### src/fsr_defines.vh
// Constants shared by the fault and reset supervisor
`ifndef FSR_DEFINES_VH
`define FSR_DEFINES_VH

// Cycle counts at 40 MHz, sized to the counters that load them
// Reset hold 2 ms, blanking 1 ms
`define FSR_RESET_HOLD_CYC 20'd80000
`define FSR_BLANK_CYC 20'd40000
// Wake 50 us, battery filter 20 us, overvoltage filter 10 us
`define FSR_WAKE_MIN_CYC 12'd2000
`define FSR_BATT_FILT_CYC 12'd800
`define FSR_OV_FILT_CYC 12'd400
// Soft-start step 10 us
`define FSR_RAMP_STEP_CYC 12'd400

`define FSR_ADDR_CTRL 8'h00
`define FSR_ADDR_CMD 8'h04
`define FSR_ADDR_STAT 8'h08

`define FSR_CTRL_OVSEL 0
`define FSR_CTRL_BATTSEL 1
`define FSR_CTRL_BOOSTEN 2
`define FSR_CTRL_LDOEN 3
`define FSR_CTRL_LIM_LO 8
`define FSR_CTRL_LIM_HI 11
`define FSR_CTRL_RESET 32'h0000_0404

`define FSR_CMD_SLEEP 0
`define FSR_CMD_LOCK 1

`define FSR_STAT_POR 0
`define FSR_STAT_WAKE 1
`define FSR_STAT_IRQ 2
`define FSR_STAT_PRI 3
`define FSR_STAT_PERI 4
`define FSR_STAT_ST_LO 8
`define FSR_STAT_ST_HI 16
`define FSR_STAT_TAL_LO 20
`define FSR_STAT_TAL_HI 23

`define FSR_RESP_OKAY 2'b00
`define FSR_RESP_SLVERR 2'b10

`endif

### src/fsr_filter.v
// Glitch filter: output rises after input is high for LEN cycles
`timescale 1ns/100ps
`default_nettype none
module fsr_filter #(
  parameter [11:0] LEN = 12'h001
) (
  input wire clk,
  input wire rst_n,
  input wire din,
  output reg dout
);
  reg [11:0] cnt_ff;

  always @(posedge clk or negedge rst_n) begin
    if (!rst_n) begin
      cnt_ff <= 12'h000;
      dout <= 1'b0;
    end else if (!din) begin
      cnt_ff <= 12'h000;
      dout <= 1'b0;
    end else if (cnt_ff >= LEN - 12'h001) begin
      dout <= 1'b1;
    end else begin
      cnt_ff <= cnt_ff + 12'h001;
    end
  end
endmodule
`default_nettype wire

### src/fsr_supervisor.v
// Fault and reset supervisor with AXI4-Lite register access
`timescale 1ns/100ps
`default_nettype none
`include "fsr_defines.vh"
module fsr_supervisor #(
  parameter [19:0] RESET_HOLD_CYC = `FSR_RESET_HOLD_CYC,
  parameter [19:0] BLANK_CYC = `FSR_BLANK_CYC
) (
  input wire REF_CLK,
  input wire RST_N,
  input wire [7:0] S_AXI_AWADDR,
  input wire S_AXI_AWVALID,
  output wire S_AXI_AWREADY,
  input wire [31:0] S_AXI_WDATA,
  input wire [3:0] S_AXI_WSTRB,
  input wire S_AXI_WVALID,
  output wire S_AXI_WREADY,
  output wire [1:0] S_AXI_BRESP,
  output wire S_AXI_BVALID,
  input wire S_AXI_BREADY,
  input wire [7:0] S_AXI_ARADDR,
  input wire S_AXI_ARVALID,
  output wire S_AXI_ARREADY,
  output wire [31:0] S_AXI_RDATA,
  output wire [1:0] S_AXI_RRESP,
  output wire S_AXI_RVALID,
  input wire S_AXI_RREADY,
  input wire VIN_POR_LOW,
  input wire LP_CLK_LOSS,
  input wire DIE_OVERTEMP,
  input wire CORE_SUPPLY_FAULT,
  input wire [2:0] BUCK_MON_FAULT,
  input wire LDO_OV,
  input wire IO_SUPPLY_UV,
  input wire GND_OPEN,
  input wire [2:0] BUCK_OVERTEMP,
  input wire GATE_SUPPLY_OVERTEMP,
  input wire GATE_SUPPLY_UV,
  input wire BUCK1_UV,
  input wire BOOST_OVERTEMP,
  input wire LDO_OVERTEMP,
  input wire WD_VIOLATION,
  input wire WD_TRIGGER,
  input wire WAKE,
  input wire BATT_BELOW_LOW_THR,
  input wire BATT_BELOW_HIGH_THR,
  input wire INPUT_OV_LOW_THR,
  input wire INPUT_OV_HIGH_THR,
  input wire INIT_DONE,
  input wire SELFTEST_BEGIN_OK,
  input wire SELFTEST_END_OK,
  input wire RAMP_DONE,
  output wire PASS_SWITCH_DRIVE,
  output wire BUCK1_RUN,
  output wire BOOST_EN,
  output wire LDO_EN,
  output wire [7:0] SOFTSTART_LEVEL,
  output wire LOWSIDE_DISCHARGE_EN,
  input wire PRI_RST_N_I,
  output wire PRI_RST_N_O,
  output wire PRI_RST_N_OE,
  input wire PERI_RST_N_I,
  output wire PERI_RST_N_O,
  output wire PERI_RST_N_OE,
  input wire IRQ_N_I,
  output wire IRQ_N_O,
  output wire IRQ_N_OE
);
  localparam [8:0] ST_INIT = 9'h001;
  localparam [8:0] ST_TBEGIN = 9'h002;
  localparam [8:0] ST_TEND = 9'h004;
  localparam [8:0] ST_RAMP = 9'h008;
  localparam [8:0] ST_ACTIVE = 9'h010;
  localparam [8:0] ST_ERROR = 9'h020;
  localparam [8:0] ST_LOCKED = 9'h040;
  localparam [8:0] ST_SLEEP = 9'h080;
  localparam [8:0] ST_SHUTDOWN = 9'h100;

  reg [8:0] state_ff, nxt_state;
  reg [31:0] ctrl_ff;
  reg [3:0] tally_ff, nxt_tally;
  reg por_flag_ff;
  reg wake_lat_ff;
  reg buck1_off_ff;
  reg [19:0] hold_ff, blank_ff;
  reg peri_low_ff;
  reg wd_trig_d_ff, wd_viol_d_ff, peri_pin_d_ff;
  reg [7:0] ramp_lvl_ff;
  reg [11:0] ramp_div_ff;
  reg aw_full_ff, w_full_ff, bvalid_ff, rvalid_ff;
  reg [7:0] awaddr_ff;
  reg [31:0] wdata_ff, rdata_ff;
  reg [3:0] wstrb_ff;
  reg [1:0] bresp_ff, rresp_ff;

  wire wake_ok, batt_low, input_ov;
  wire por_cond = VIN_POR_LOW | LP_CLK_LOSS | DIE_OVERTEMP;
  wire fault_evt = (|BUCK_MON_FAULT) | LDO_OV | IO_SUPPLY_UV | GND_OPEN |
                   (|BUCK_OVERTEMP) | GATE_SUPPLY_OVERTEMP;
  wire wd_hit = WD_VIOLATION & ~wd_viol_d_ff &
                (state_ff == ST_ACTIVE);
  wire running = (state_ff == ST_TEND) | (state_ff == ST_RAMP) |
                 (state_ff == ST_ACTIVE);
  wire enter_err = running & fault_evt;
  wire count_evt = enter_err | wd_hit;
  wire [3:0] limit = ctrl_ff[`FSR_CTRL_LIM_HI:`FSR_CTRL_LIM_LO];
  wire pri_hold = (hold_ff != 20'h00000) | (state_ff != ST_ACTIVE);

  wire do_write = aw_full_ff & w_full_ff & ~bvalid_ff;
  wire wr_cmd = do_write & (awaddr_ff == `FSR_ADDR_CMD) & wstrb_ff[0];
  wire cmd_sleep = wr_cmd & wdata_ff[`FSR_CMD_SLEEP];
  wire cmd_lock = wr_cmd & wdata_ff[`FSR_CMD_LOCK];
  wire wr_ctrl = do_write & (awaddr_ff == `FSR_ADDR_CTRL);
  wire wr_stat = do_write & (awaddr_ff == `FSR_ADDR_STAT) & wstrb_ff[0];
  wire ar_take = S_AXI_ARVALID & ~rvalid_ff;

  fsr_filter #(
    .LEN(`FSR_WAKE_MIN_CYC)
  ) u_wake_filt (
    .clk(REF_CLK),
    .rst_n(RST_N),
    .din(WAKE),
    .dout(wake_ok)
  );

  fsr_filter #(
    .LEN(`FSR_BATT_FILT_CYC)
  ) u_batt_filt (
    .clk(REF_CLK),
    .rst_n(RST_N),
    .din(ctrl_ff[`FSR_CTRL_BATTSEL] ? BATT_BELOW_HIGH_THR :
         BATT_BELOW_LOW_THR),
    .dout(batt_low)
  );

  fsr_filter #(
    .LEN(`FSR_OV_FILT_CYC)
  ) u_ov_filt (
    .clk(REF_CLK),
    .rst_n(RST_N),
    .din(ctrl_ff[`FSR_CTRL_OVSEL] ? INPUT_OV_HIGH_THR :
         INPUT_OV_LOW_THR),
    .dout(input_ov)
  );

  // Operating state and restart tally
  always @* begin
    nxt_state = state_ff;
    nxt_tally = tally_ff;
    case (state_ff)
      ST_INIT: begin
        if (INIT_DONE) begin
          nxt_state = ST_TBEGIN;
        end
      end
      ST_TBEGIN: begin
        if (SELFTEST_BEGIN_OK) begin
          nxt_state = ST_TEND;
        end
      end
      ST_TEND: begin
        if (SELFTEST_END_OK) begin
          nxt_state = ST_RAMP;
        end
      end
      ST_RAMP: begin
        if (RAMP_DONE) begin
          nxt_state = ST_ACTIVE;
        end
      end
      ST_ACTIVE: begin
        if (cmd_sleep) begin
          nxt_state = ST_SLEEP;
          if (tally_ff != 4'h0) begin
            nxt_tally = tally_ff - 4'h1;
          end
        end
      end
      ST_ERROR: begin
        if (!fault_evt) begin
          nxt_state = ST_TBEGIN;
        end
      end
      ST_LOCKED: begin
        nxt_state = ST_LOCKED;
      end
      ST_SLEEP: begin
        if (wake_lat_ff && WAKE) begin
          nxt_state = ST_TBEGIN;
        end
      end
      ST_SHUTDOWN: begin
        // Cooled die restarts as after power-on
        nxt_state = ST_INIT;
      end
      default: begin
        nxt_state = ST_INIT;
      end
    endcase
    if (enter_err) begin
      nxt_state = ST_ERROR;
    end
    if (count_evt) begin
      if (tally_ff + 4'h1 >= limit) begin
        nxt_state = ST_SLEEP;
        nxt_tally = 4'h0;
      end else begin
        nxt_tally = tally_ff + 4'h1;
      end
    end
    if (cmd_lock && state_ff != ST_SHUTDOWN) begin
      nxt_state = ST_LOCKED;
    end
  end

  // Internal power-on condition reinitialises the register set, with the state in ST_SHUTDOWN on die overtemperature
  always @(posedge REF_CLK or negedge RST_N) begin
    if (!RST_N) begin
      state_ff <= ST_INIT;
      tally_ff <= 4'h0;
      ctrl_ff <= `FSR_CTRL_RESET;
      wake_lat_ff <= 1'b0;
      buck1_off_ff <= 1'b0;
    end else if (por_cond) begin
      state_ff <= DIE_OVERTEMP ? ST_SHUTDOWN : ST_INIT;
      tally_ff <= 4'h0;
      ctrl_ff <= `FSR_CTRL_RESET;
      wake_lat_ff <= 1'b0;
      buck1_off_ff <= 1'b0;
    end else begin
      state_ff <= nxt_state;
      tally_ff <= nxt_tally;
      if (wr_ctrl) begin
        if (wstrb_ff[0]) begin
          ctrl_ff[7:0] <= wdata_ff[7:0];
        end
        if (wstrb_ff[1]) begin
          ctrl_ff[15:8] <= wdata_ff[15:8];
        end
      end
      if (state_ff != ST_SLEEP) begin
        wake_lat_ff <= 1'b0;
      end else if (wake_ok) begin
        wake_lat_ff <= 1'b1;
      end
      if (!input_ov) begin
        buck1_off_ff <= 1'b0;
      end else if (GATE_SUPPLY_UV || BUCK1_UV) begin
        buck1_off_ff <= 1'b1;
      end
    end
  end

  // Power-on flag: hardware set wins over software clear
  always @(posedge REF_CLK or negedge RST_N) begin
    if (!RST_N) begin
      por_flag_ff <= 1'b1;
    end else if (VIN_POR_LOW || DIE_OVERTEMP || CORE_SUPPLY_FAULT ||
                 LP_CLK_LOSS) begin
      por_flag_ff <= 1'b1;
    end else if (wr_stat && wdata_ff[`FSR_STAT_POR]) begin
      por_flag_ff <= 1'b0;
    end
  end

  // Reset outputs, interrupt blanking and soft-start ramp
  always @(posedge REF_CLK or negedge RST_N) begin
    if (!RST_N) begin
      hold_ff <= 20'h00000;
      peri_low_ff <= 1'b1;
      wd_trig_d_ff <= 1'b0;
      wd_viol_d_ff <= 1'b0;
      peri_pin_d_ff <= 1'b0;
      blank_ff <= 20'h00000;
      ramp_lvl_ff <= 8'h00;
      ramp_div_ff <= 12'h000;
    end else begin
      wd_trig_d_ff <= WD_TRIGGER;
      wd_viol_d_ff <= WD_VIOLATION;
      peri_pin_d_ff <= PERI_RST_N_I;
      if (state_ff != ST_ACTIVE || wd_hit) begin
        hold_ff <= RESET_HOLD_CYC;
      end else if (hold_ff != 20'h00000) begin
        hold_ff <= hold_ff - 20'h00001;
      end
      if (hold_ff != 20'h00000 || state_ff != ST_ACTIVE) begin
        peri_low_ff <= 1'b1;
      end else if (WD_TRIGGER && !wd_trig_d_ff) begin
        peri_low_ff <= 1'b0;
      end
      if (!PERI_RST_N_I) begin
        blank_ff <= 20'h00000;
      end else if (!peri_pin_d_ff && batt_low) begin
        blank_ff <= BLANK_CYC;
      end else if (blank_ff != 20'h00000) begin
        blank_ff <= blank_ff - 20'h00001;
      end
      if (state_ff != ST_RAMP) begin
        ramp_lvl_ff <= 8'h00;
        ramp_div_ff <= 12'h000;
      end else if (ramp_div_ff == `FSR_RAMP_STEP_CYC - 1) begin
        ramp_div_ff <= 12'h000;
        if (ramp_lvl_ff != 8'hff) begin
          ramp_lvl_ff <= ramp_lvl_ff + 8'h01;
        end
      end else begin
        ramp_div_ff <= ramp_div_ff + 12'h001;
      end
    end
  end

  assign PRI_RST_N_O = 1'b0;
  assign PRI_RST_N_OE = pri_hold;
  assign PERI_RST_N_O = 1'b0;
  // Primary reset pulls the peripheral reset in the same cycle
  assign PERI_RST_N_OE = peri_low_ff | pri_hold;
  assign IRQ_N_O = 1'b0;
  assign IRQ_N_OE = ~PERI_RST_N_I |
                    ((state_ff == ST_ACTIVE) & batt_low &
                     (blank_ff == 20'h00000));
  assign PASS_SWITCH_DRIVE = ~input_ov &
                             ((state_ff == ST_RAMP) |
                              (state_ff == ST_ACTIVE));
  assign BUCK1_RUN = ((state_ff == ST_RAMP) | (state_ff == ST_ACTIVE)) &
                     ~buck1_off_ff;
  assign BOOST_EN = ctrl_ff[`FSR_CTRL_BOOSTEN] & ~BOOST_OVERTEMP &
                    running;
  assign LDO_EN = ctrl_ff[`FSR_CTRL_LDOEN] & ~LDO_OVERTEMP & running;
  assign SOFTSTART_LEVEL = ramp_lvl_ff;
  assign LOWSIDE_DISCHARGE_EN = (state_ff == ST_RAMP);

  // AXI4-Lite slave: address and data taken in either order
  assign S_AXI_AWREADY = ~aw_full_ff & ~bvalid_ff;
  assign S_AXI_WREADY = ~w_full_ff & ~bvalid_ff;
  assign S_AXI_BVALID = bvalid_ff;
  assign S_AXI_BRESP = bresp_ff;
  assign S_AXI_ARREADY = ~rvalid_ff;
  assign S_AXI_RVALID = rvalid_ff;
  assign S_AXI_RDATA = rdata_ff;
  assign S_AXI_RRESP = rresp_ff;

  always @(posedge REF_CLK or negedge RST_N) begin
    if (!RST_N) begin
      aw_full_ff <= 1'b0;
      w_full_ff <= 1'b0;
      awaddr_ff <= 8'h00;
      wdata_ff <= 32'h0000_0000;
      wstrb_ff <= 4'h0;
      bvalid_ff <= 1'b0;
      bresp_ff <= `FSR_RESP_OKAY;
    end else begin
      if (S_AXI_AWVALID && S_AXI_AWREADY) begin
        aw_full_ff <= 1'b1;
        awaddr_ff <= S_AXI_AWADDR;
      end
      if (S_AXI_WVALID && S_AXI_WREADY) begin
        w_full_ff <= 1'b1;
        wdata_ff <= S_AXI_WDATA;
        wstrb_ff <= S_AXI_WSTRB;
      end
      if (do_write) begin
        aw_full_ff <= 1'b0;
        w_full_ff <= 1'b0;
        bvalid_ff <= 1'b1;
        if (awaddr_ff == `FSR_ADDR_CTRL || awaddr_ff == `FSR_ADDR_CMD ||
            awaddr_ff == `FSR_ADDR_STAT) begin
          bresp_ff <= `FSR_RESP_OKAY;
        end else begin
          bresp_ff <= `FSR_RESP_SLVERR;
        end
      end else if (bvalid_ff && S_AXI_BREADY) begin
        bvalid_ff <= 1'b0;
      end
    end
  end

  always @(posedge REF_CLK or negedge RST_N) begin
    if (!RST_N) begin
      rvalid_ff <= 1'b0;
      rdata_ff <= 32'h0000_0000;
      rresp_ff <= `FSR_RESP_OKAY;
    end else if (ar_take) begin
      rvalid_ff <= 1'b1;
      rresp_ff <= `FSR_RESP_OKAY;
      rdata_ff <= 32'h0000_0000;
      case (S_AXI_ARADDR)
        `FSR_ADDR_CTRL: begin
          rdata_ff <= ctrl_ff;
        end
        `FSR_ADDR_CMD: begin
          rdata_ff <= 32'h0000_0000;
        end
        `FSR_ADDR_STAT: begin
          rdata_ff[`FSR_STAT_POR] <= por_flag_ff;
          rdata_ff[`FSR_STAT_WAKE] <= wake_lat_ff;
          rdata_ff[`FSR_STAT_IRQ] <= IRQ_N_I;
          rdata_ff[`FSR_STAT_PRI] <= PRI_RST_N_I;
          rdata_ff[`FSR_STAT_PERI] <= PERI_RST_N_I;
          rdata_ff[`FSR_STAT_ST_HI:`FSR_STAT_ST_LO] <= state_ff;
          rdata_ff[`FSR_STAT_TAL_HI:`FSR_STAT_TAL_LO] <= tally_ff;
        end
        default: begin
          rresp_ff <= `FSR_RESP_SLVERR;
        end
      endcase
    end else if (rvalid_ff && S_AXI_RREADY) begin
      rvalid_ff <= 1'b0;
    end
  end
endmodule
`default_nettype wire

### config.mk
export PLATFORM = sky130hd
export DESIGN_NAME = fsr_supervisor
export DESIGN_NICKNAME = d
export VERILOG_FILES = /design/src/fsr_filter.v /design/src/fsr_supervisor.v
export VERILOG_INCLUDE_DIRS = /design/src
export SDC_FILE = /design/constraint.sdc
export NUM_CORES = 1
export LEC_CHECK = 0
export ABC_AREA = 1
export BUFFER_PORTS_ARGS = -buffer_cell sky130_fd_sc_hd__buf_2
export CORE_ASPECT_RATIO = 0.5
export CORE_MARGIN = 3
export CORE_UTILIZATION = 62
export CTS_CLUSTER_SIZE = 14
export DETAILED_ROUTE_END_ITERATION = 12
export PLACE_DENSITY_LB_ADDON = 0.08
export SLEW_MARGIN = 0
export SYNTH_ARGS = -nofsm -noshare
export SYNTH_HDL_FRONTEND = slang
export SYNTH_SLANG_ARGS = --single-unit
### constraint.sdc
create_clock -name REF_CLK -period 4.85 [get_ports REF_CLK]
set_input_delay 0.2425 -clock REF_CLK [delete_from_list [all_inputs] [get_ports REF_CLK]]
set_output_delay 0.2425 -clock REF_CLK [all_outputs]
set_load 0.02 [all_outputs]
; ---- Yosys cells after proc, flatten, opt, wreduce, memory -nomap -nowiden
; Index checks and enable logic that the tools add are counted.
[totals]
reg_bits = 190
input_bits = 91
out_inout_bits = 60
word_cells = 237
[op_classes]
add_sub_neg = 9
order_cmp = 4
n_eq_ne = 26
n_mux = 72
bitwise = 47
n_reduce_logical = 48
[op_table]
columns = operator, n
row1 = $mux W9, 13
row2 = $mux W20, 5
row3 = $mux W12, 8
row4 = $pmux W9 S8, 1
row5 = $add A12 B1 Y12 const B, 4
row6 = $mux W8, 5
row7 = $reduce_bool A20 Y1, 2
row8 = $sub A20 B1 Y20 const B, 2
row9 = $mux W16, 2
row10 = $mux W4, 7
row11 = $mux W1, 26
row12 = $reduce_bool A2 Y1, 12
row13 = $and A1 B1 Y1, 23
row14 = $logic_not A20 Y1, 1
row15 = $pmux W9 S2, 1
row16 = $eq A8 B3 Y1 const B, 2
row17 = $eq A8 B4 Y1 const B, 2
row18 = $logic_not A8 Y1, 2
row19 = $or A1 B1 Y1, 14
row20 = $eq A12 B9 Y1 const B, 1
row21 = $ge A12 B10 Y1 const B, 1
row22 = $ge A12 B11 Y1 const B, 1
row23 = $ge A12 B9 Y1 const B, 1
row24 = $reduce_bool A3 Y1, 4
row25 = 32 further kinds, 66

; ---- Longest topological paths before layout
[logic_depth]
depth_word = 13
ltp_mapped = 12
depth_no_buf = 12

; ---- Cells and area by module
; From an unflattened synthesis, not the netlist that was laid out.
[hier_totals]
cells_unflattened = 1341
area_unflattened_um2 = 10348.7
[by_module_without_submodules]
columns = module, instances, cells_per_inst, area_each_um2, seq_area_each_um2
row1 = fsr_supervisor, 1, 1010, 8022.7, 3734.8
row2 = fsr_filter (u_wake_filt), 1, 114, 792.0, 325.3
row3 = fsr_filter (u_ov_filt), 1, 104, 770.7, 325.3
row4 = fsr_filter (u_batt_filt), 1, 113, 763.2, 325.3

; ---- Least setup slack after synthesis
; Ideal clock, no wire load.
[synth_path]
kind = register to output
start = register blank_ff[0]
end = output port IRQ_N_OE
arrival_time_ns = 1.774
t_required_ns = 4.608
path_slack_ns = 2.834
stages_incl_launch_ff = 7
n_path_buf = 0
cell_sequence = dfrtp_1 > inv_1 > ha_1 > nand4_2 > inv_1 > nand3_1 > o31ai_1
[synth_between]
elab_chain_len = 3
[synth_rtl]
columns = element, line_no
row1 = from (decl), fsr_supervisor.v:85  ; reg [19:0] hold_ff, blank_ff;
row2 = from (signal assigned), fsr_supervisor.v:296  ; blank_ff <= blank_ff - 20'h00001;
row3 = $logic_not A20 Y1, fsr_supervisor.v:320  ; (blank_ff == 20'h00000));
row4 = $and A1 B1 Y1, fsr_supervisor.v:319  ; ((state_ff == ST_ACTIVE) & batt_low &
row5 = $or A1 B1 Y1, fsr_supervisor.v:318  ; assign IRQ_N_OE = ~PERI_RST_N_I |
row6 = to (decl), fsr_supervisor.v:67  ; output wire IRQ_N_OE
; Every way passes these cells.

; ---- Final worst setup path
[layout_path]
start = register hold_ff[0]
end = output port PERI_RST_N_OE
[layout_between]
elab_chain_len = 3
[layout_rtl]
columns = element, line_no
row1 = from (decl), fsr_supervisor.v:85
row2 = from (signal assigned), fsr_supervisor.v:284  ; hold_ff <= hold_ff - 20'h00001;
row3 = $reduce_bool A20 Y1, fsr_supervisor.v:107  ; wire pri_hold = (hold_ff != 20'h00000) | (state_ff != ST_ACTIVE);
row4 = $or A1 B1 Y1, fsr_supervisor.v:107
row5 = $or A1 B1 Y1, fsr_supervisor.v:316  ; assign PERI_RST_N_OE = peri_low_ff | pri_hold;
row6 = to (decl), fsr_supervisor.v:64  ; output wire PERI_RST_N_OE,
; Every way passes these cells.

==> insert_results.sql <==
INSERT INTO impl_metrics (metric_group, metric, value, unit) VALUES
('outcome', 'status', 'complete, no violations', ''),
('hold_path', 'hold_path.class', 'in -> reg', ''),
('cts', 'clock-root-buffer', 'clkbuf_16', ''),
('pwr', 'comb_power_share', '0.235', ''),
('yosys', 'post_synth_main_area_contributors', 'dfrtp_1 47%, nand2_1 6.3%, inv_1 6.3%', ''),
('floorplanning', 'row_count', '31', ''),
('sta', 'setup_repair_after_global_routing_missed_its_margin', 'false', ''),
('drt', 'remaining_drc_errors', '0', ''),
('setup_path', 'crit_type', 'reg -> out', ''),
('place', 'gp_congestion', '0.947', ''),
('global_routing', 'largest_net_degree_at_the_start_of_global_routing', '115', ''),
('place', 'count_of_buffers_inserted_at_the_top_level_ports', '116', ''),
('pwr', 'power.clock.fraction', '0.317', ''),
('drt', 'totalWireLength', '21800', 'µm'),
('final_layout', 'area_growth', '14.2', '%'),
('yosys', 'syn_inst', '1153', ''),
('pwr', 'power-per-cell-area', '393', 'nW/µm²'),
('setup_path', 'cp_data_required_time', '4610', 'ps'),
('floorplanning', 'design.die.area', '17200', 'µm²'),
('cts', 'clkTransAtPathRegs', '80', 'ps'),
('yosys', 'synthArstFlopShare', '1.00', ''),
('pwr', 'pwr-share-seq', '0.449', ''),
('floorplanning', 'floorplan.die.height', '94.2', 'µm'),
('sta', 'max_slew_margin', '0.399', ''),
('cts', 'cts_buffers', '17', ''),
('pwr', 'max-vdd-ir-drop', '0.378', 'mV'),
('yosys', 'synth_largest_area_cell', 'dfrtp_1', ''),
('yosys', 'synth_compound_gate_area_share', '0.113', ''),
('yosys', 'synth.yosys.warnings', '0', ''),
('global_routing', 'first_pass_grt_wire_length', '36700', 'µm'),
('final_layout', 'n_antenna_cell', '0', ''),
('cts', 'cts_tree', 'built', ''),
('yosys', 'total_standard_cell_area_after_synthesis', '9650', 'µm²'),
('final_layout', 'post_route_cells_drive_above_1_share', '0.183', ''),
('sta', 'clock.fmax', '373', 'MHz'),
('sta', 'timing.final.hold_violations', '0', ''),
('setup_path', 'path_max_fanout', '12', ''),
('final_layout', 'fin_nets', '1387', ''),
('pwr', 'power.static_leakage', '5.40', 'nW'),
('sta', 'period_needed', '2680', 'ps'),
('yosys', 'synth.cells.most_frequent', '183 x dfrtp_1, 163 x nand2_1, 161 x inv_1', ''),
('yosys', 'seq_area_frac_synth', '0.488', ''),
('yosys', 'synth.area.mux_share', '0.0210', ''),
('sta', 'transition_time_at_the_pin_with_the_least_slew_margin', '901', 'ps'),
('drt', 'route.detailed.wl_per_inst', '14.6', 'µm'),
('cts', 'h-tree-depth', '4', ''),
('job', 'max_cap_violations', '0', ''),
('final_layout', 'final_core_density', '0.742', ''),
('yosys', 'synth_top_family_by_area', 'simple AND/OR/NAND/NOR gates', ''),
('floorplanning', 'start_util', '0.649', ''),
('yosys', 'synth_enable_flop_cells', '0', ''),
('sta', 'finalCritPeriodShare', '0.553', ''),
('pwr', 'power.share.switching', '0.334', ''),
('drt', 'detailedRoute.firstPassIterationCount', '6', ''),
('yosys', 'syn-mean-instance-area', '8.37', 'µm²'),
('yosys', 'synth_cell_type_count', '50', ''),
('drt', 'drt_iter0_markers', '511', ''),
('setup_path', 'end_kind', 'output pin', ''),
('yosys', 'most_common_cell_in_the_synthesized_netlist', 'dfrtp_1', ''),
('global_routing', 'track_usage', '0.264', ''),
('drt', 'route.vias.total', '8244', ''),
('setup_path', 'worst_ep_arrival_time', '2440', 'ps'),
('yosys', 'synth_area_in_adders', '0.0182', ''),
('floorplanning', 'fp.coreArea', '14900', 'µm²'),
('cts', 'clock-sinks', '188', ''),
('floorplanning', 'die_w', '182', 'µm'),
('global_routing', 'grt.overflow.total', '0', ''),
('place', 'hpwlAfterDp', '15400', 'µm'),
('sta', 'final.setup_skew', '12.0', 'ps'),
('drt', 'drtAntennaViolNets', '0', ''),
('sta', 'timing.hold.ws', '7.06', 'ps');
==> state kept, by name, indices dropped and copies added, names as in the netlist, 2 cells and up <==
signal and flops:
S_AXI_RDATA 21, blank_ff 20, hold_ff 20, ctrl_ff 16, wdata_ff 16, ramp_div_ff 12, u_batt_filt.cnt_ff 12, u_ov_filt.cnt_ff 12
u_wake_filt.cnt_ff 12, state_ff 9, SOFTSTART_LEVEL 8, awaddr_ff 8, tally_ff 4, wstrb_ff 2
==> area by class of cell <==
class                      count  area, µm²
multi-input combinational    775       4150
clock buffer                  19        433
tap                          198        248
timing repair buffer         127        689
fill                        1173       3840
clock inverter                13        129
inverter                     173        652
sequential                   188       4710
==> critical path, stage by stage (launching register included) <==
cell	delay (ps)
dfrtp_1	400
inv_1	80
ha_1	250
nand3_2	140
nor2_2	190
nand4_2	350
nor2_1	340
nand2_1	80
buf_2	160
==> final timing paths <==
kind,end,depth (start not counted),startpoint
hold reg to reg,ramp_div_ff[0]$_DFF_PN0_,1,ramp_div_ff[0]$_DFF_PN0_
max in group asynchronous,u_ov_filt.cnt_ff[5]$_DFFE_PN0P_,3,RST_N
setup reg to reg,S_AXI_RDATA[10]$_DFFE_PN0P_,5,S_AXI_RVALID$_DFFE_PN0P_
setup / recovery,PERI_RST_N_OE,8,hold_ff[0]$_DFFE_PN0P_
hold / removal,por_flag_ff$_DFFE_PN1P_,3,CORE_SUPPLY_FAULT
min in group asynchronous,u_batt_filt.cnt_ff[4]$_DFFE_PN0P_,2,RST_N
==> layer usage <==
layer	vias up	part of all wire	global-route usage
li1	4029	-	-
met1	3939	0.45	0.341
met2	243	0.47	0.448
met3	33	0.065	0.0681
met4	0	0.014	0.0760
met5	-	0	0
==> cells by family after synthesis <==
group           after synthesis
buf+inv                     205
other cells                   1
simple gates                521
fa+ha+maj                    14
mux                          18
compound gates              192
flops                       188
xor+xnor                     14
==> what timing repair did <==
action | 4_1_cts | 5_1_grt
setup buffers | 0 | 0
hold buffers | 7 | 0
setup endpoints to repair | 0 | 0
resized for setup | 0 | 0
hold endpoints to repair | 94 | 0
==> placed cells by master (no fill, tap or decap), drive strengths merged, types with 7 or more instances in the layout <==
cell type / instances
dfrtp: 183
inv: 179
nand2: 175
nor2: 168
buf: 119
nand3: 90
o21ai: 76
a21oi: 68
nor3: 38
nand4: 28
clkbuf: 20
mux2: 18
conb: 16
o31ai: 14
ha: 14
o21a: 10
xor2: 9
o221ai: 7
nor4: 7
dlygate4sd3: 7
or2: 7
==> power by group through the flow <==
stage / clock, mW / combinational (mW) / sequential (mW)
2_1_floorplan: 0 / 0.725 / 1.97
3_3_place_gp: 0 / 0.956 / 1.96
3_5_place_dp: 0 / 0.989 / 1.96
4_1_cts: 1.39 / 1.02 / 1.94
5_1_grt: 1.46 / 1.14 / 1.97
6_report: 1.37 / 1.02 / 1.94
==> through the flow <==
step                cell area (µm²)  std cells  setup slack (ps)
CTS                           11000       1493              2180
detailed placement            10400       1454              2680
floorplan                      9700       1168              2830
global route                  11000       1493              1970
global placement              10400       1454              2680
finish                        11000       1493              2170
Power figures use the tool's default switching activity.
